===== src/cst_skip_map.svh =====
// cst_skip_map.svh: offsets, field positions, reset values of the skip-test unit
// assumes a 4-bit register port and a single instruction clock
`ifndef CST_SKIP_MAP_SVH
`define CST_SKIP_MAP_SVH

`define CST_AW 4
`define CST_DW 4

`define CST_OFS_IRQCTL2 4'h0
`define CST_OFS_EXTCTL 4'h1
`define CST_OFS_STATUS 4'h2
`define CST_OFS_MASK 4'h3
`define CST_OFS_FLAGS 4'h4

`define CST_BIT_CONV_IEN 2
`define CST_BIT_PIN_POL 2

`define CST_EV_CONV_SET 0
`define CST_EV_SKIP 1
`define CST_EV_NOP 2

`define CST_FL_CONV 0
`define CST_FL_PDOWN 1
`define CST_FL_PEND 2

`define CST_RST_CTL 4'h0
`define CST_RST_MASK 4'h0

`endif


===== src/cst_pkg.sv =====
// cst_pkg.sv: types shared by the skip-test unit
// assumes decoded opcodes arrive from the program sequencer
package cst_pkg;

    typedef enum logic [2:0] {
        CST_OP_NONE,
        CST_OP_CONV,
        CST_OP_PORT,
        CST_OP_PIN,
        CST_OP_PDOWN
    } cst_op_t;

    typedef struct packed {
        logic valid;
        cst_op_t op;
    } cst_instr_t;

    typedef struct packed {
        logic we;
        logic re;
        logic [3:0] addr;
        logic [3:0] wdata;
    } cst_bus_t;

endpackage


===== src/cst_skip_unit.sv =====
// cst_skip_unit.sv: execution of the four single-bit skip-test instructions
// assumes the sequencer presents one decoded instruction per valid cycle on CLK
//
// Overview of operation
// (RULE_01) conversion skip with enable 0 and flag 1 suppresses the next instruction
// (RULE_02) a taken conversion skip clears the conversion-complete flag
// (RULE_03) conversion skip with flag 0 lets the next instruction run
// (RULE_04) conversion skip with enable 1 is a no-op, flag untouched
// (RULE_05) that enable is bit 2 of the second interrupt control register
// (RULE_06) port-bit skip skips when the input port bit reads 1
// (RULE_07) polarity 0: pin-level skip skips when the interrupt pin is low
// (RULE_08) polarity 1: pin-level skip skips when the interrupt pin is high
// (RULE_09) the polarity is bit 2 of the external interrupt control register
// (RULE_10) power-down skip skips when the power-down flag is 1, flag kept
// (RULE_11) each test takes one word, one cycle, and leaves carry alone
// (RULE_12) a skipped instruction is fetched, discarded, without side effects
//
// Decided for this implementation: the register addresses and strobed register access.
`timescale 1ns/10ps
`include "cst_skip_map.svh"

module cst_skip_unit (
    input wire logic CLK,
    input wire logic RST_B,
    input wire cst_pkg::cst_instr_t INSTR,
    input wire logic CONV_DONE,
    input wire logic PDOWN_FLAG,
    input wire logic PORT_BIT,
    input wire logic EXT_INT_PIN,
    input wire cst_pkg::cst_bus_t BUS,
    output logic [3:0] RDATA,
    output logic SKIP_NEXT,
    output logic CONV_FLAG,
    output logic IRQ
);

    function automatic logic pin_match(input logic lvl, input logic pol);
        pin_match = (lvl == pol);
    endfunction

    // pin synchronisers: first stage feeds only the second
    logic port_m_r;
    logic port_s_r;
    logic pin_m_r;
    logic pin_s_r;

    always_ff @(posedge CLK or negedge RST_B) begin
        if (!RST_B) begin
            port_m_r <= 1'b0;
            port_s_r <= 1'b0;
            pin_m_r <= 1'b1;
            pin_s_r <= 1'b1;
        end else begin
            port_m_r <= PORT_BIT;
            port_s_r <= port_m_r;
            pin_m_r <= EXT_INT_PIN;
            pin_s_r <= pin_m_r;
        end
    end

    // control registers
    logic [3:0] irqctl2_r;
    logic [3:0] extctl_r;
    logic [3:0] status_r;
    logic [3:0] mask_r;
    logic [3:0] status_nxt;
    logic conv_flag_r;
    logic conv_flag_nxt;
    logic skip_r;
    logic skip_nxt;

    logic conv_ien;
    logic pin_pol;
    assign conv_ien = irqctl2_r[`CST_BIT_CONV_IEN]; // [RULE_05]
    assign pin_pol = extctl_r[`CST_BIT_PIN_POL]; // [RULE_09]

    // an instruction arriving while a skip is pending is the victim: it does nothing
    logic exec;
    assign exec = INSTR.valid && !skip_r; // [RULE_12]

    logic is_conv;
    logic is_port;
    logic is_pin;
    logic is_pd;
    assign is_conv = exec && (INSTR.op == cst_pkg::CST_OP_CONV);
    assign is_port = exec && (INSTR.op == cst_pkg::CST_OP_PORT);
    assign is_pin = exec && (INSTR.op == cst_pkg::CST_OP_PIN);
    assign is_pd = exec && (INSTR.op == cst_pkg::CST_OP_PDOWN);

    logic conv_take;
    logic conv_nop;
    logic take;
    assign conv_take = is_conv && !conv_ien && conv_flag_r; // [RULE_01] [RULE_03]
    assign conv_nop = is_conv && conv_ien; // [RULE_04]

    always_comb begin
        take = conv_take;
        if (is_port && port_s_r) begin // [RULE_06]
            take = 1'b1;
        end else if (is_pin && pin_match(pin_s_r, pin_pol)) begin // [RULE_07] [RULE_08]
            take = 1'b1;
        end else if (is_pd && PDOWN_FLAG) begin // [RULE_10]
            take = 1'b1;
        end
    end

    // skip decided in the same cycle; carry is never touched here
    always_comb begin
        skip_nxt = skip_r;
        if (INSTR.valid && skip_r) begin // [RULE_12]
            skip_nxt = 1'b0;
        end else if (take) begin // [RULE_11]
            skip_nxt = 1'b1;
        end
    end

    always_ff @(posedge CLK or negedge RST_B) begin
        if (!RST_B) begin
            skip_r <= 1'b0;
        end else begin
            skip_r <= skip_nxt;
        end
    end

    // set from the converter wins over the clear of a taken skip
    always_comb begin
        conv_flag_nxt = conv_flag_r;
        if (conv_take) begin
            conv_flag_nxt = 1'b0; // [RULE_02]
        end
        if (CONV_DONE) begin
            conv_flag_nxt = 1'b1;
        end
    end

    always_ff @(posedge CLK or negedge RST_B) begin
        if (!RST_B) begin
            conv_flag_r <= 1'b0;
        end else begin
            conv_flag_r <= conv_flag_nxt;
        end
    end

    // register writes
    logic wr_ctl2;
    logic wr_ext;
    logic wr_sts;
    logic wr_msk;
    assign wr_ctl2 = BUS.we && (BUS.addr == `CST_OFS_IRQCTL2);
    assign wr_ext = BUS.we && (BUS.addr == `CST_OFS_EXTCTL);
    assign wr_sts = BUS.we && (BUS.addr == `CST_OFS_STATUS);
    assign wr_msk = BUS.we && (BUS.addr == `CST_OFS_MASK);

    always_ff @(posedge CLK or negedge RST_B) begin
        if (!RST_B) begin
            irqctl2_r <= `CST_RST_CTL;
            extctl_r <= `CST_RST_CTL;
            mask_r <= `CST_RST_MASK;
        end else begin
            if (wr_ctl2) begin
                irqctl2_r <= BUS.wdata;
            end
            if (wr_ext) begin
                extctl_r <= BUS.wdata;
            end
            if (wr_msk) begin
                mask_r <= BUS.wdata;
            end
        end
    end

    // sticky events, write one to clear; a new event in the clear cycle survives
    logic [3:0] ev;
    always_comb begin
        ev = 4'h0;
        ev[`CST_EV_CONV_SET] = CONV_DONE;
        ev[`CST_EV_SKIP] = take;
        ev[`CST_EV_NOP] = conv_nop;
        status_nxt = status_r;
        if (wr_sts) begin
            status_nxt = status_r & ~BUS.wdata;
        end
        status_nxt = status_nxt | ev;
    end

    always_ff @(posedge CLK or negedge RST_B) begin
        if (!RST_B) begin
            status_r <= 4'h0;
        end else begin
            status_r <= status_nxt;
        end
    end

    logic [3:0] mask_nxt;
    assign mask_nxt = wr_msk ? BUS.wdata : mask_r;

    always_ff @(posedge CLK or negedge RST_B) begin
        if (!RST_B) begin
            IRQ <= 1'b0;
        end else begin
            IRQ <= |(status_nxt & mask_nxt);
        end
    end

    // read data stands one cycle after the strobe, zero otherwise
    logic [3:0] rd_val;
    always_comb begin
        rd_val = 4'h0;
        if (BUS.addr == `CST_OFS_IRQCTL2) begin
            rd_val = irqctl2_r;
        end else if (BUS.addr == `CST_OFS_EXTCTL) begin
            rd_val = extctl_r;
        end else if (BUS.addr == `CST_OFS_STATUS) begin
            rd_val = status_r;
        end else if (BUS.addr == `CST_OFS_MASK) begin
            rd_val = mask_r;
        end else if (BUS.addr == `CST_OFS_FLAGS) begin
            rd_val[`CST_FL_CONV] = conv_flag_r;
            rd_val[`CST_FL_PDOWN] = PDOWN_FLAG;
            rd_val[`CST_FL_PEND] = skip_r;
        end
    end

    always_ff @(posedge CLK or negedge RST_B) begin
        if (!RST_B) begin
            RDATA <= 4'h0;
        end else begin
            RDATA <= BUS.re ? rd_val : 4'h0;
        end
    end

    always_ff @(posedge CLK or negedge RST_B) begin
        if (!RST_B) begin
            SKIP_NEXT <= 1'b0;
            CONV_FLAG <= 1'b0;
        end else begin
            SKIP_NEXT <= skip_nxt;
            CONV_FLAG <= conv_flag_nxt;
        end
    end
endmodule


===== config.mk =====
export PLATFORM = sky130hd
export DESIGN_NAME = cst_skip_unit
export DESIGN_NICKNAME = d
export VERILOG_FILES = /design/src/cst_pkg.sv /design/src/cst_skip_unit.sv
export VERILOG_INCLUDE_DIRS = /design/src
export SDC_FILE = /design/constraint.sdc
export NUM_CORES = 1
export LEC_CHECK = 0
export ABC_AREA = 1
export BUFFER_PORTS_ARGS = -buffer_cell sky130_fd_sc_hd__clkbuf_2
export CAP_MARGIN = 20
export CORE_MARGIN = 3
export CORE_UTILIZATION = 30
export CTS_BUF_LIST = sky130_fd_sc_hd__clkbuf_8
export DETAILED_ROUTE_END_ITERATION = 8
export HOLD_SLACK_MARGIN = 0.05
export PLACE_DENSITY = 0.59
export SLEW_MARGIN = 20
export SYNTH_ARGS = -nofsm -noshare
export SYNTH_HDL_FRONTEND = slang
export SYNTH_SLANG_ARGS = --single-unit

===== constraint.sdc =====
create_clock -name CLK -period 1.2 [get_ports CLK]
set_input_delay 0.18 -clock CLK [delete_from_list [all_inputs] [get_ports CLK]]
set_output_delay 0.18 -clock CLK [all_outputs]
set_load 0.05 [all_outputs]

## Word-level counts from Yosys, hierarchy flattened

Cells that the tools add are included.

- Reductions and logical operators: 22
- Add/sub/neg operators: 0
- Magnitude comparators: 0
- Shift operators: 0
- Bitwise logic cells: 4
- Div/mod/pow operators: 0
- Mux-type cells: 16
- Multiply operators: 0
- Equality and inequality tests: 9

Operators with widths:

| cell | number |
|---|---|
| $mux 4 | 6 |
| $logic_and 1x1->1 | 16 |
| $and 4x4->4 | 2 |
| $eq 4x2->1 const B | 2 |
| $mux 1 | 8 |
| $eq 3x2->1 const B | 2 |
| $mux 3 | 2 |
| $eq 4x1->1 const B | 1 |
| $eq 4x3->1 const B | 1 |
| $logic_not 4->1 | 1 |
| $not 4->4 | 1 |
| $or 4x3->4 | 1 |
| $reduce_bool 2->1 | 2 |
| $reduce_or 4->1 | 1 |
| $eq 3x1->1 const B | 1 |
| $eq 3x3->1 const B | 1 |
| $logic_not 1->1 | 2 |
| $eq 1x1->1 | 1 |

- Register bits: 27
- Output and inout port bits: 7
- Bits in writable memories: 0
- Memories kept: 0
- Latch bits: 0
- Memory bits (read-only): 0

## Longest topological paths before layout

- Depth in word-level cells: 11
- Gate-level depth with buffers: 9

## Worst setup path after synthesis

OpenSTA, ideal clock, no wires.

- Path type: register to register
- Start: register, netlist name SKIP_NEXT
- End: register IRQ
- Data required time: 1.073 ns
- Library setup time: 0.127 ns
- Path buffers: 0
- Arrival: 1.139 ns
- Setup slack: -0.067 ns
- Stages on the path, launching flop included: 6
- Cells stage by stage: dfrtp_1 > nor2_1 > nand4_1 > nand3_1 > nand2_1 > nand3_1

RTL lines:

| item | line | RTL |
|---|---|---|
| end signal, assigned | cst_skip_unit.sv:201 | `IRQ <= \|(status_nxt & mask_nxt);` |
| end, declared | cst_skip_unit.sv:34 | `output logic IRQ` |

## Worst setup path in the final report

- Start: register SKIP_NEXT
- End: output port SKIP_NEXT

RTL lines:

| item | line | RTL |
|---|---|---|
| start, declared | cst_skip_unit.sv:32 | `output logic SKIP_NEXT,` |
| start signal, assigned | cst_skip_unit.sv:237 | `SKIP_NEXT <= skip_nxt;` |

No word-level cell between the ends.

==> run metrics <==
synth warn 0; top cells by count, synth nand2_1, dfrtp_1, inv_1; synthesized instance count between 100 and 150; clk sink count 27; Pins Over Slew Limit 0; Initial Util around a third; worst skew pair latency between 200 and 300 ps; vias in the first global route about 1,100; largest area contributor in the netlist dfrtp_1; Routed WL per cell between 10 and 15 microns; grt total ovfl 0; CTS tree done; Die ar. between 5000 and 6000 sq um; Data required, critical path ~1000 ps; Seq/Total Area, Yosys 53.1%; Final TNS setup 0 ps; share of layout cells above drive strength 1 30.1%; synthesis-to-layout area growth 26.8%; Port Buffers 26; post-synth cell types 22; Top Ports 27; largest net degree at the start of global routing 17; gpl congestion just under 0.8; Post-synth ARST share 100%; maximum root-to-sink buffer count 2; VDD IR-drop max around 0.42 mV; clock root cell clkbuf_8; leakage power between 0.8 and 0.9 nW; FF+latch count, synth 27; Mapped Nets around 170; prevailing post-synth register cell dfrtp_1; initial antenna violation count 0; via count between 1,000 and 1,500; die height about 71 microns; via/cell ratio between 4 and 5; Core Box Area about 4000 sq um; Critical path origin SKIP_NEXT$_DFFE_PN0P_; met3 Track Usage GR 2.95%; crit-path max FO 3; CP Class flop to primary output; reg-to-reg critical path startpoint SKIP_NEXT$_DFFE_PN0P_; first-pass GRT wire length 4930 microns; power density over the cells around 1300 nW/um^2; Placement Cell Area about 1500 sq um; final hold violation count 0; busiest grt layer met2; n_diodes 0; Finished Layout Cells around 240; hold path startpoint CONV_DONE; status completed; CP startpoint kind flop; FMAX between 0.8 and 0.9 GHz; Die W just over 70 microns; Syn Area/Cell around 8.6 sq um; drt pass-1 iters 4; FP Rows 23; WL final 2920 microns; WHS 111 ps; setup ws final 27.9 ps; total power between 2 and 2.5 mW; hold crit path type primary input to flop; count of maximum capacitance violations 0; number of flops mapped to enable cells by yosys 0; ANT nets after route 0; DR iter-0 viols just over 100; fill cell count 430; count leader, synth nand2_1; final design utilization between 30% and 40%; Worst slew margin about three quarters; finished layout cell area approximately 1600 sq um; pre-CTS setup slack 11.5 ps; aggregate global-route resource usage 12.5%; GR Util met2 roughly 18%; clock skew around 7 ps; Slew @ Worst Pin roughly 390 ps; unrepaired setup endpoints after global routing yes; detailed placement HPWL 2370 microns; Placed Cells between 200 and 250; clock-pin slew on the worst setup and hold paths ~100 ps; Arr. time, crit path ~1000 ps; final setup violation count 0; H-tree levels 1; minimum clock period between 1000 and 1500 ps; Setup crit end kind primary output; Final #Nets 207; CTS Buf Count 3; area share of the largest cell type after synthesis 49.0%; DRC violations left 0; Cell Area, Synth roughly 1300 sq um; Synth area leaders dfrtp_1, nand2_1, inv_1; GR met1 Demand/Resource between 10% and 20%; period utilization 97.7%
-- worst max-delay path, stage by stage (launching register included) --
cell and delay [ps]:
dfrtp_2 420, buf_4 150, buf_8 140
-- final timing paths --
| check | endpoint | slack (ps) | depth (start not counted) |
|---|---|---|---|
| worst max-delay path | SKIP_NEXT | 30 | 2 |
| worst min-delay path | CONV_FLAG$_DFFE_PN0P_ | 110 | 3 |
| worst max register to register | CONV_FLAG$_DFFE_PN0P_ | 70 | 5 |
| worst min register to register | pin_s_r$_DFF_PN1_ | 360 | 0 |
| max in group asynchronous | irqctl2_r[0]$_DFFE_PN0P_ | 450 | 3 |
| min in group asynchronous | port_m_r$_DFF_PN0_ | 350 | 2 |
-- where the power goes --
group	total (mW)	internal [mW]	switching, mW
logic	0.468	0.171	0.298
clock network	0.529	0.236	0.293
registers	1.12	1.04	0.0765
total	2.12	1.45	0.667
-- cell usage in the layout (no fill, tap or decap), types with 2 or more instances in the layout --
| master | instances |
|---|---|
| inv_2 | 4 |
| nor2_2 | 3 |
| nand3_1 | 7 |
| nand2_1 | 37 |
| a21oi_1 | 7 |
| nor2_1 | 4 |
| clkbuf_2 | 24 |
| o21ai_1 | 12 |
| nand2_2 | 4 |
| clkbuf_8 | 3 |
| or2_0 | 2 |
| o211ai_1 | 2 |
| dfrtp_1 | 24 |
| nand4_1 | 6 |
| buf_4 | 5 |
| o21ai_0 | 4 |
| nand3_2 | 3 |
| dfstp_2 | 2 |
| dlygate4sd3_1 | 3 |
| inv_1 | 20 |
-- sequential cells by signal, indices dropped and copies added, names as in the netlist, 4 cells and up --
signal,flops
irqctl2_r,4
status_r,4
extctl_r,4
mask_r,4
RDATA,4
-- cell families after synthesis --
group	Yosys count	synth area share, %
and+or+nand+nor	69	26.9
AOI/OAI and AO/OA	28	12.1
buffers and inverters	25	7.94
DFF	27	53.1
-- routing by layer --
| metal | vias up | share of wire (%) |
|---|---|---|
| met5 | - | 0 |
| met4 | 0 | 2.0 |
| met1 | 524 | 49 |
| met3 | 4 | 4.4 |
| met2 | 20 | 45 |
| li1 | 560 | - |
-- layout make-up --
class	count	area, sq um	area share, %
timing repair buffer	34	223	13.8
multi-input combinational	97	514	31.8
inverter	24	90.1	5.57
tap	50	62.6	3.87
clock inverter	1	7.51	0.464
sequential	27	679	42.0
clock buffer	3	41.3	2.55
-- timing repair --
item	CTS	global route
hold buffers	3	0
pin swaps	0	2
setup buffers	0	2
endpoints found under the setup margin	2	3
resized for setup	3	6
hold endpoints to repair	14	0
No activity file was read; power rests on OpenSTA's default activity.
